### src/verilog/dma_channel_pkg.sv
// Shared constants and types for the channel control block
package dma_channel_pkg;
  localparam logic [4:0] off_config = 5'h00;
  localparam logic [4:0] off_count = 5'h04;
  localparam logic [4:0] off_periph = 5'h08;
  localparam logic [4:0] off_memory = 5'h0C;
  localparam logic [4:0] off_flags = 5'h10;
  localparam logic [4:0] off_flag_clear = 5'h14;
  localparam int bit_enable = 0;
  localparam int bit_complete_irq = 1;
  localparam int bit_half_irq = 2;
  localparam int bit_error_irq = 3;
  localparam int bit_direction = 4;
  localparam int bit_circular = 5;
  localparam int bit_periph_inc = 6;
  localparam int bit_memory_inc = 7;
  localparam int bit_copy_mode = 14;
  localparam int config_width = 15;
  localparam int flag_any = 0;
  localparam int flag_complete = 1;
  localparam int flag_half = 2;
  localparam int flag_error = 3;
  localparam logic [31:0] reset_word = 32'h0000_0000;
  localparam logic [1:0] size_byte = 2'h0;
  localparam logic [1:0] size_half = 2'h1;
  localparam logic [1:0] size_word = 2'h2;

  typedef struct packed {
    logic [16:0] reserved;
    logic memory_copy_mode;
    logic [1:0] priority_level;
    logic [1:0] memory_element_size;
    logic [1:0] periph_element_size;
    logic memory_addr_increment;
    logic periph_addr_increment;
    logic circular_mode;
    logic direction;
    logic error_irq_enable;
    logic half_irq_enable;
    logic complete_irq_enable;
    logic enable;
  } config_s;

  typedef struct packed {
    logic [31:0] addr;
    logic write;
    logic [1:0] size;
    logic [31:0] wdata;
  } bus_req_s;

  typedef enum logic [1:0] {st_idle, st_read, st_write} xfer_e;
endpackage

### src/verilog/dma_channel_control.sv
// One direct memory access channel with APB registers and a bus master
//
// Summary of operation
// - Config bit 0 enables the channel; reset leaves it disabled.
// - Config bit 1 lets the complete flag raise the interrupt.
// - Config bit 2 lets the half flag raise the interrupt.
// - Config bit 3 lets the error flag raise the interrupt.
// - Config bit 4: 0 peripheral to memory, 1 memory to peripheral.
// - Config bit 5 reloads the count after completion.
// - Config bit 6 advances the peripheral address after each transfer.
// - Config bit 7 advances the memory address after each transfer.
// - Bits 9:8 peripheral size 8/16/32; low address bits ignored.
// - Bits 11:10 memory size 8/16/32; low address bits ignored.
// - Bits 13:12 priority from low to very high, offered for arbitration.
// - Bit 14 set copies memory to memory without a request.
// - The count accepts writes only while the channel is disabled.
// - While enabled the count reads remaining and drops per transfer.
// - At completion count stays zero, or reloads in circular mode.
// - A zero count serves no transaction.
// - Global clear bit clears all four flags of the channel.
// - Individual clear bits clear only their own flag.
`timescale 1ns/10ps
module dma_channel_control (
  input wire logic i_clk,
  input wire logic i_rst_n,
  input wire logic i_psel,
  input wire logic i_penable,
  input wire logic i_pwrite,
  input wire logic [31:0] i_paddr,
  input wire logic [31:0] i_pwdata,
  output logic o_pready,
  output logic [31:0] o_prdata,
  output logic o_pslverr,
  input wire logic i_periph_request,
  output logic o_bus_valid,
  output logic o_bus_write,
  output logic [31:0] o_bus_addr,
  output logic [1:0] o_bus_size,
  output logic [31:0] o_bus_wdata,
  input wire logic i_bus_ready,
  input wire logic i_bus_error,
  input wire logic [31:0] i_bus_rdata,
  input wire logic i_grant,
  output logic o_service_request,
  output logic [1:0] o_priority_level,
  output logic o_irq
);
  dma_channel_pkg::config_s cfg;
  logic [15:0] count;
  logic [15:0] programmed;
  logic [31:0] periph_addr;
  logic [31:0] memory_addr;
  logic [3:0] flags;
  logic [1:0] req_sync;
  dma_channel_pkg::xfer_e state;
  logic addr_in_range;
  logic [31:0] rd_addr;
  logic [31:0] wr_addr;
  logic [1:0] rd_size;
  logic [1:0] wr_size;
  logic [31:0] next_rdata;
  logic apb_write;
  logic apb_read;
  logic done;
  logic bus_fault;
  logic ready_to_serve;
  logic [15:0] next_count;
  logic hit_half;
  logic hit_zero;
  logic [3:0] clear_bits;

  assign apb_write = i_psel && i_penable && i_pwrite && addr_in_range;
  assign addr_in_range = i_paddr[31:5] == 27'h0;
  assign apb_read = i_psel && !i_penable && !i_pwrite;
  assign done = (state == dma_channel_pkg::st_write) && i_bus_ready
    && !i_bus_error;
  assign bus_fault = (state != dma_channel_pkg::st_idle) && i_bus_ready
    && i_bus_error;
  assign ready_to_serve = cfg.enable && (count != 16'h0000)
    && (cfg.memory_copy_mode || req_sync[1]);

  function automatic logic [31:0] align(input logic [31:0] a,
    input logic [1:0] size);
    logic [31:0] r;
    r = a;
    if (size == dma_channel_pkg::size_half) begin
      r[0] = 1'b0;
    end else if (size == dma_channel_pkg::size_word) begin
      r[1:0] = 2'h0;
    end
    return r;
  endfunction

  function automatic logic [31:0] step(input logic [1:0] size);
    logic [31:0] r;
    r = 32'h0000_0001;
    if (size == dma_channel_pkg::size_half) begin
      r = 32'h0000_0002;
    end else if (size == dma_channel_pkg::size_word) begin
      r = 32'h0000_0004;
    end
    return r;
  endfunction

  // Source and target follow the direction bit
  always_comb begin
    if (cfg.direction) begin
      rd_addr = align(memory_addr, cfg.memory_element_size);
      rd_size = cfg.memory_element_size;
      wr_addr = align(periph_addr, cfg.periph_element_size);
      wr_size = cfg.periph_element_size;
    end else begin
      rd_addr = align(periph_addr, cfg.periph_element_size);
      rd_size = cfg.periph_element_size;
      wr_addr = align(memory_addr, cfg.memory_element_size);
      wr_size = cfg.memory_element_size;
    end
  end

  // Count after one transfer, with circular reload
  always_comb begin
    next_count = count - 16'h0001;
    if (next_count == 16'h0000 && cfg.circular_mode) begin
      next_count = programmed;
    end
  end

  assign hit_half = done && ((count - 16'h0001) == (programmed >> 1))
    && (programmed > 16'h0001);
  assign hit_zero = done && (count == 16'h0001);

  always_comb begin
    clear_bits = 4'h0;
    if (apb_write && i_paddr[4:0] == dma_channel_pkg::off_flag_clear) begin
      if (i_pwdata[dma_channel_pkg::flag_any]) begin
        clear_bits = 4'hF;
      end else begin
        clear_bits = i_pwdata[3:0];
      end
    end
  end

  always_comb begin
    next_rdata = 32'h0000_0000;
    if (!addr_in_range) begin
      next_rdata = 32'h0000_0000;
    end else if (i_paddr[4:0] == dma_channel_pkg::off_config) begin
      next_rdata = cfg;
    end else if (i_paddr[4:0] == dma_channel_pkg::off_count) begin
      next_rdata = {16'h0000, count};
    end else if (i_paddr[4:0] == dma_channel_pkg::off_periph) begin
      next_rdata = periph_addr;
    end else if (i_paddr[4:0] == dma_channel_pkg::off_memory) begin
      next_rdata = memory_addr;
    end else if (i_paddr[4:0] == dma_channel_pkg::off_flags) begin
      next_rdata = {28'h0000000, flags};
    end
  end

  // Request pin synchroniser
  always_ff @(posedge i_clk or negedge i_rst_n) begin
    if (!i_rst_n) begin
      req_sync <= 2'h0;
    end else begin
      req_sync <= {req_sync[0], i_periph_request};
    end
  end

  // APB answers in the access cycle, read data set up one cycle earlier
  always_ff @(posedge i_clk or negedge i_rst_n) begin
    if (!i_rst_n) begin
      o_pready <= 1'b0;
      o_pslverr <= 1'b0;
      o_prdata <= dma_channel_pkg::reset_word;
    end else begin
      o_pready <= i_psel && !i_penable;
      o_pslverr <= i_psel && !i_penable && (i_paddr[31:5] != 27'h0
        || i_paddr[1:0] != 2'h0 || i_paddr[4:2] > 3'h5);
      if (apb_read) begin
        o_prdata <= next_rdata;
      end
    end
  end

  // Configuration register
  always_ff @(posedge i_clk or negedge i_rst_n) begin
    if (!i_rst_n) begin
      cfg <= dma_channel_pkg::reset_word;
    end else if (bus_fault) begin
      cfg.enable <= 1'b0;
    end else if (apb_write
      && i_paddr[4:0] == dma_channel_pkg::off_config) begin
      cfg <= {17'h0, i_pwdata[dma_channel_pkg::config_width-1:0]};
    end
  end

  // Count and its reload value
  always_ff @(posedge i_clk or negedge i_rst_n) begin
    if (!i_rst_n) begin
      count <= 16'h0000;
      programmed <= 16'h0000;
    end else if (done) begin
      count <= next_count;
    end else if (apb_write && !cfg.enable
      && i_paddr[4:0] == dma_channel_pkg::off_count) begin
      count <= i_pwdata[15:0];
      programmed <= i_pwdata[15:0];
    end
  end

  // Address registers, stepped per completed transfer
  always_ff @(posedge i_clk or negedge i_rst_n) begin
    if (!i_rst_n) begin
      periph_addr <= dma_channel_pkg::reset_word;
      memory_addr <= dma_channel_pkg::reset_word;
    end else if (done) begin
      if (cfg.periph_addr_increment) begin
        periph_addr <= periph_addr + step(cfg.periph_element_size);
      end
      if (cfg.memory_addr_increment) begin
        memory_addr <= memory_addr + step(cfg.memory_element_size);
      end
    end else if (apb_write && !cfg.enable) begin
      if (i_paddr[4:0] == dma_channel_pkg::off_periph) begin
        periph_addr <= i_pwdata;
      end else if (i_paddr[4:0] == dma_channel_pkg::off_memory) begin
        memory_addr <= i_pwdata;
      end
    end
  end

  // Event flags: a set in the same cycle wins over a clear
  always_ff @(posedge i_clk or negedge i_rst_n) begin
    if (!i_rst_n) begin
      flags <= 4'h0;
    end else begin
      flags[dma_channel_pkg::flag_complete] <= hit_zero
        || (flags[dma_channel_pkg::flag_complete]
        && !clear_bits[dma_channel_pkg::flag_complete]);
      flags[dma_channel_pkg::flag_half] <= hit_half
        || (flags[dma_channel_pkg::flag_half]
        && !clear_bits[dma_channel_pkg::flag_half]);
      flags[dma_channel_pkg::flag_error] <= bus_fault
        || (flags[dma_channel_pkg::flag_error]
        && !clear_bits[dma_channel_pkg::flag_error]);
      flags[dma_channel_pkg::flag_any] <= hit_zero || hit_half || bus_fault
        || (flags[dma_channel_pkg::flag_any]
        && !clear_bits[dma_channel_pkg::flag_any]);
    end
  end

  // Interrupt line gated by the enables
  always_ff @(posedge i_clk or negedge i_rst_n) begin
    if (!i_rst_n) begin
      o_irq <= 1'b0;
    end else begin
      o_irq <= (flags[dma_channel_pkg::flag_complete]
        && cfg.complete_irq_enable)
        || (flags[dma_channel_pkg::flag_half] && cfg.half_irq_enable)
        || (flags[dma_channel_pkg::flag_error]
        && cfg.error_irq_enable);
    end
  end

  // Arbitration request and rank
  always_ff @(posedge i_clk or negedge i_rst_n) begin
    if (!i_rst_n) begin
      o_service_request <= 1'b0;
      o_priority_level <= 2'h0;
    end else begin
      o_service_request <= ready_to_serve
        && state == dma_channel_pkg::st_idle;
      o_priority_level <= cfg.priority_level;
    end
  end

  // Read then write, one element per grant
  always_ff @(posedge i_clk or negedge i_rst_n) begin
    if (!i_rst_n) begin
      state <= dma_channel_pkg::st_idle;
      o_bus_valid <= 1'b0;
      o_bus_write <= 1'b0;
      o_bus_addr <= dma_channel_pkg::reset_word;
      o_bus_size <= 2'h0;
      o_bus_wdata <= dma_channel_pkg::reset_word;
    end else begin
      case (state)
        dma_channel_pkg::st_idle: begin
          if (ready_to_serve && i_grant && o_service_request) begin
            state <= dma_channel_pkg::st_read;
            o_bus_valid <= 1'b1;
            o_bus_write <= 1'b0;
            o_bus_addr <= rd_addr;
            o_bus_size <= rd_size;
          end
        end
        dma_channel_pkg::st_read: begin
          if (bus_fault) begin
            state <= dma_channel_pkg::st_idle;
            o_bus_valid <= 1'b0;
          end else if (i_bus_ready) begin
            state <= dma_channel_pkg::st_write;
            o_bus_write <= 1'b1;
            o_bus_addr <= wr_addr;
            o_bus_size <= wr_size;
            o_bus_wdata <= i_bus_rdata;
          end
        end
        dma_channel_pkg::st_write: begin
          if (i_bus_ready) begin
            state <= dma_channel_pkg::st_idle;
            o_bus_valid <= 1'b0;
            o_bus_write <= 1'b0;
          end
        end
        default: begin
          state <= dma_channel_pkg::st_idle;
        end
      endcase
    end
  end
endmodule

### config.mk
export PLATFORM = sky130hd
export DESIGN_NAME = dma_channel_control
export DESIGN_NICKNAME = d
export VERILOG_FILES = /design/src/verilog/dma_channel_pkg.sv /design/src/verilog/dma_channel_control.sv
export SDC_FILE = /design/constraint.sdc
export NUM_CORES = 1
export LEC_CHECK = 0
export BUFFER_PORTS_ARGS = -buffer_cell sky130_fd_sc_hd__buf_4
export CAP_MARGIN = 30
export CORE_UTILIZATION = 52
export CTS_CLUSTER_DIAMETER = 60
export CTS_CLUSTER_SIZE = 12
export DETAILED_ROUTE_END_ITERATION = 10
export PLACE_DENSITY = 0.83
export SYNTH_ARGS = -nofsm -noshare
export SYNTH_HDL_FRONTEND = slang
export SYNTH_SLANG_ARGS = --single-unit
### constraint.sdc
create_clock -name i_clk -period 2.8 [get_ports i_clk]
set_input_delay 0.28 -clock i_clk [delete_from_list [all_inputs] [get_ports i_clk]]
set_output_delay 0.28 -clock i_clk [all_outputs]
set_load 0.03 [all_outputs]
Word level (Yosys, flattened, before mapping)
Cells that the tools add are included.
{ "word_totals": {"register_bits": 225, "out_inout_bits": 106} }
{ "op_classes": {"mux": 61, "n_eq_ne": 22, "addsub": 3, "n_bitwise": 2, "order_cmp": 2, "n_reduce_logical": 73} }
{ "op_table": {"columns": ["cell", "count"], "rows": [
  ["$mux 32", 23],
  ["$add 32x32->32", 2],
  ["$pmux 32 s2", 1],
  ["$mux 16", 3],
  ["$logic_and 1x1->1", 30],
  ["$logic_not 27->1", 1],
  ["$reduce_bool 27->1", 1],
  ["$mux 2", 11],
  ["$eq 16x1->1 const B", 1],
  ["$eq 16x15->1", 1],
  ["$gt 16x1->1 const B", 1],
  ["$logic_not 16->1", 1],
  ["$reduce_bool 16->1", 1],
  ["$reduce_bool 2->1", 8],
  ["$sub 16x1->16 const B", 1],
  ["$ne 2x2->1 const B", 7],
  ["$mux 1", 12],
  ["$mux 3", 4],
  ["$mux 4", 3],
  ["$reduce_and 4->1", 3],
  ["$logic_or 1x1->1", 11],
  ["$eq 5x4->1 const B", 2],
  ["$eq 5x5->1 const B", 2],
  ["$reduce_and 3->1", 3],
  ["16 further kinds", 30]
]} }

Longest topological paths before layout
{ "logic_depth": {"ltp_word": 8, "ltp_mapped": 13, "depth_no_buf": 12} }

Worst setup path after synthesis
No wires, ideal clock.
{ "synth_timing": {"path_kind": "reg-to-reg", "start": "register cfg[10] (netlist name)", "end": "register memory_addr[30]", "t_arrival_ps": 2687, "stages_incl_launch_ff": 13, "synth_period_minus_slack_ps": 2770, "setup_slack_ps": 30, "cell_sequence": "dfrtp_1 -> inv_1 -> ha_1 -> ha_1 -> inv_1 -> fa_1 -> nor2b_1 -> o21bai_1 -> nor3_1 -> and4_1 -> nand2_1 -> a2bb2oi_1 -> o21ai_0"} }
{ "synth_via": {"elab_chain_cells": 8} }
{ "synth_lines": {"columns": ["element", "line", "rtl"], "rows": [
  ["start, declared", "dma_channel_control.sv:48", "dma_channel_pkg::config_s cfg;"],
  ["start signal, assigned", "dma_channel_control.sv:188", "cfg <= dma_channel_pkg::reset_word;"],
  ["start signal, assigned", "dma_channel_control.sv:193", "cfg <= {17'h0, i_pwdata[dma_channel_pkg::config_width-1:0]};"],
  ["$eq 2x2->1", "dma_channel_control.sv:99", "end else if (size == dma_channel_pkg::size_word) begin"],
  ["$mux 3", "dma_channel_control.sv:99", null],
  ["$mux 3 (*)", "dma_channel_control.sv:97", "if (size == dma_channel_pkg::size_half) begin"],
  ["$mux 32 (*)", "dma_channel_control.sv:220", "if (cfg.memory_addr_increment) begin"],
  ["$mux 32 (*)", "dma_channel_control.sv:216", "end else if (done) begin"],
  ["$add 32x32->32 (*)", "dma_channel_control.sv:221", "memory_addr <= memory_addr + step(cfg.memory_element_size);"],
  ["$mux 32 (*)", "dma_channel_control.sv:220", null],
  ["$mux 32 (*)", "dma_channel_control.sv:216", null],
  ["end signal, assigned", "dma_channel_control.sv:215", "memory_addr <= dma_channel_pkg::reset_word;"],
  ["end signal, assigned", "dma_channel_control.sv:221", null],
  ["end signal, assigned", "dma_channel_control.sv:227", "memory_addr <= i_pwdata;"],
  ["end, declared", "dma_channel_control.sv:52", "logic [31:0] memory_addr;"]
]} }
Every way passes the cells marked *; elsewhere a longest branch is shown, timed or not. The select of a mux whose other input is x is not followed.
A chain may end at the register's enable or synchronous reset.

Worst setup path after layout
{ "layout_timing": {"start": "register count[3]", "end": "register count[8]"} }
{ "layout_via": {"elab_chain_cells": 5} }
{ "layout_lines": {"columns": ["element", "line", "rtl"], "rows": [
  ["start, declared", "dma_channel_control.sv:49", "logic [15:0] count;"],
  ["start signal, assigned", "dma_channel_control.sv:203", "count <= next_count;"],
  ["start signal, assigned", "dma_channel_control.sv:206", "count <= i_pwdata[15:0];"],
  ["$sub 16x1->16 (*)", "dma_channel_control.sv:122", "next_count = count - 16'h0001;"],
  ["$logic_not 16->1", "dma_channel_control.sv:123", "if (next_count == 16'h0000 && cfg.circular_mode) begin"],
  ["$logic_and 1x1->1", "dma_channel_control.sv:123", null],
  ["$mux 16 (*)", "dma_channel_control.sv:123", null],
  ["$mux 16 (*)", "dma_channel_control.sv:202", "end else if (done) begin"]
]} }
Every way passes the cells marked *; elsewhere a longest branch is shown, timed or not.

==> results by group <==
Timing
  • Fin Clk Skew: 0.01090 ns
  • Hold slack: 0.008618 ns
  • Fmax achieved: 371.6 MHz
  • # setup viols final: 0
  • Actual slew at the worst max-slew pin: 0.7335 ns
  • Normalized max-slew margin: 50.80%
  • Minimum clock period: 2.691 ns
  • RSZ-0062 raised after global routing: yes
  • Endpoints failing hold: 0
  • Setup TNS Final: 0 ns
  • Fin. max-slew vios: 0
  • Part of the cycle the worst path needs: 96.10%

Setup path
  • Worst Setup End Kind: flop
  • R2R Setup Slk: 0.11 ns
  • CP cell instances: or4_1, nor3_2, xor2_2, nor3_4, buf_4, a2111oi_2, nor2_1
  • Critical path class: flop to flop
  • WP data arrival: 3.09 ns
  • Reg2Reg Depth: 7
  • Required @ worst endpoint: 3.20 ns
  • Worst reg2reg path startpoint: count[3]
  • Reg2reg end: count[8]
  • CP max-delay cell: or4_1
  • CP max stage delay: 0.77 ns
  • Critical Path Fanout Max: 6
  • Element type at the critical path start: flop

Logic synthesis
  • Synth unique cells: 72
  • Synthesized instance count: 1,314
  • Ys async rst share: 100.0%
  • Area contributors post-synth: dfrtp_1, mux2_2, a21oi_1
  • Syn Area/Cell: 9.402 um^2
  • Synth warnings: 0
  • Syn nets: 1,436
  • Mapped cell area: 12,350 um^2
  • Main synth FF type: dfrtp_1
  • Seq cells post-synth: 225
  • Top cell type's share of synthesized area: 45.57%
  • Cell taking the most area after synthesis: dfrtp_1
  • Sequential area share after synthesis: 45.57%
  • Number of flops mapped to enable cells by yosys: 0

Clock network
  • Clock Tree Root: clkbuf_16
  • Clk_lat worst skew: 0.53 ns
  • H-tree depth: 1
  • Clk slew on worst S/H paths: 0.06 ns
  • TritonCTS clock tree: done
  • Clk buf depth: 3
  • Clk sink count: 225
  • TritonCTS Buffers: 24

Drt
  • Routed WL: 38,810 um
  • Vias per inst: 6.184
  • DR iter-0 viols: 1,147
  • Post-DR wirelength/cell: 20.65 um
  • DR pass1 iterations: 7
  • Number of remaining DRC errors: 0
  • Via count: 11,620
  • DRT antenna net count: 0

Placement
  • Final HPWL from detailed placement: 27,500 um
  • Placed Instances: 1,815
  • Final GP Congestion: 0.9866
  • Port Buffers: 210

Floorplanning
  • Horiz. Die Dim: 156.1 um
  • Chip Height: 156.1 um
  • Row Count: 56
  • Initial Util: 52.79%
  • Die ar.: 24,380 um^2
  • Num ports: 211
  • Core ar.: 23,400 um^2

GRT
  • Pin count of the biggest net entering global routing: 75
  • Antenna violations before repair: 1
  • Vias in the first global route: 11,210
  • GRT overflow: 0
  • GRT Total Usage: 32.01%
  • First-pass GRT wire length: 60,890 um

Pwr
  • Switch share: 22.47%
  • Sw power: 1507 uW
  • Int Pwr: 5199 uW
  • Combinational Power Share: 5.6%
  • Flop pwr share: 48.5%
  • Power Dens Cells: 427.9 nW/um^2
  • P_leak: 0.007606 uW
  • Clk pwr share: 45.9%
  • VDD IR max: 365.8 uV

Layout
  • Final non-filler cell total: 1,879
  • Share of cells above drive strength 1: 26.68%
  • Most used cells in the layout excluding fill and tap cells: buf_4, dfrtp_1, nand2_1, a21oi_1, o21ai_0
  • Register Area: 5630 um^2
  • Fill count: 1,855
  • Multi-input gate area: 6297 um^2
  • Commonest non-fill, non-tap cell in the layout: buf_4
  • Area Growth Syn to Fin: 26.85%
  • Nets: 1,675

Run status
  • Outcome: completed

Min path
  • Worst Hold End: o_bus_wdata[21]
  • Hold WC Path Type: input port to flop
  • Worst Hold Depth: 2
  • Hold path startpoint: i_bus_rdata[21]

Run
  • Max-cap violations: 0
==> sequential cells by signal (all words and copies together), names as in the netlist <==
register	cells
cfg	15
count	16
flags	4
memory_addr	32
o_bus_addr	32
o_bus_size	2
o_bus_valid	1
o_bus_wdata	32
o_bus_write	1
o_irq	1
o_prdata	32
o_pready	1
o_priority_level	2
o_pslverr	1
o_service_request	1
periph_addr	32
programmed	16
req_sync	2
state	2
==> metal layers <==
metal	up-vias	wire [um]	track usage (%)
li1	5262	-	-
met1	5595	15580	42.37
met2	677	17590	50.83
met3	86	4276	8.139
met4	0	1356	11.48
met5	-	0	0
==> cell usage after synthesis (5+ instances only) <==
cell and n:
dfrtp_1 225, nor4_1 18, ha_1 15, and4_1 5, buf_2 14, and2_1 7, nand4_1 14, o22a_1 12
xor2_1 9, nor2_1 97, a211oi_1 20, buf_6 5, a31oi_1 14, a2bb2oi_1 5, mux2i_1 53, nand2b_1 7
clkbuf_1 71, o21ai_0 110, inv_1 26, and3_1 13, nand3_1 47, nor2b_1 6, mux2_2 67, a22oi_1 16
nor3_1 17, a221oi_1 16, o22ai_1 25, o32ai_1 5, nand2_1 141, a21o_1 17, xnor2_1 15, a21oi_1 121
==> kinds of logic (layout without fill, tap and decap cells) <==
| family | Yosys count | count (layout) | synth area share [%] |
|---|---|---|---|
| adder cells (fa/ha/maj) | 17 | 17 | 1.843 |
| XOR/XNOR | 25 | 25 | 1.833 |
| flip-flops | 225 | 225 | 45.57 |
| AO/OA/AOI/OAI | 399 | 399 | 19.87 |
| buffers and inverters | 124 | 369 | 4.294 |
| AND/OR/NAND/NOR | 404 | 404 | 16.18 |
| multiplexers | 120 | 120 | 10.40 |
| other | 0 | 1 | 0 |
==> stage by stage <==
stage	setup slack, ns	power (uW)	area, um^2	utilization, %
after floorplan	0.03008	3401	12350	-
after global placement	0.04087	3646	14560	62.22
after detailed placement	-0.04407	3651	14580	62.28
after CTS	0.01909	6745	15610	66.70
after global routing	-0.02532	6890	15670	66.95
final	0.1091	6706	15670	66.96
==> power groups by stage <==
stage / Clock [uW] / Sequential (uW) / Combinational, uW
4_1_cts: 3120 / 3250 / 372
3_5_place_dp: 0 / 3310 / 336
2_1_floorplan: 0 / 3320 / 82.4
3_3_place_gp: 0 / 3310 / 331
6_report: 3080 / 3260 / 373
5_1_grt: 3230 / 3250 / 404
==> critical path: cells and delay by family (launching register included) <==
family	cells	cell delay, ns
AND/OR/NAND/NOR	4	1.27
flip-flops	1	0.45
XOR/XNOR	1	0.30
buffers and inverters	1	0.17
AO/OA/AOI/OAI	1	0.38
==> final cells by class <==
cell class | instances | area share [%]
diodes | 1 | 0.01597
clock buffers | 26 | 4.016
clock inverters | 6 | 0.5589
inverters | 26 | 0.6228
multi-input cells | 965 | 40.18
flip-flops and latches | 225 | 35.93
well taps | 319 | 2.547
repair buffers | 311 | 16.13
==> what timing repair did <==
action	4_1_cts	5_1_grt
pin swaps	0	1
buffers inserted	0	0
hold endpoints to repair	101	0
hold buffers	31	0
endpoints found under the setup margin	4	62
gates resized for setup	2	13
==> how the worst max path moves through the flow <==
stage                     startpoint         endpoint  cells after the start
after floorplan              cfg[10]  memory_addr[30]                     12
after global placement       cfg[11]  memory_addr[30]                     11
after detailed placement     cfg[11]  memory_addr[30]                     11
after CTS                    cfg[11]  memory_addr[30]                     11
after global routing        count[1]         count[2]                     10
final                       count[3]         count[8]                      7
Power figures use the tool's default switching activity.
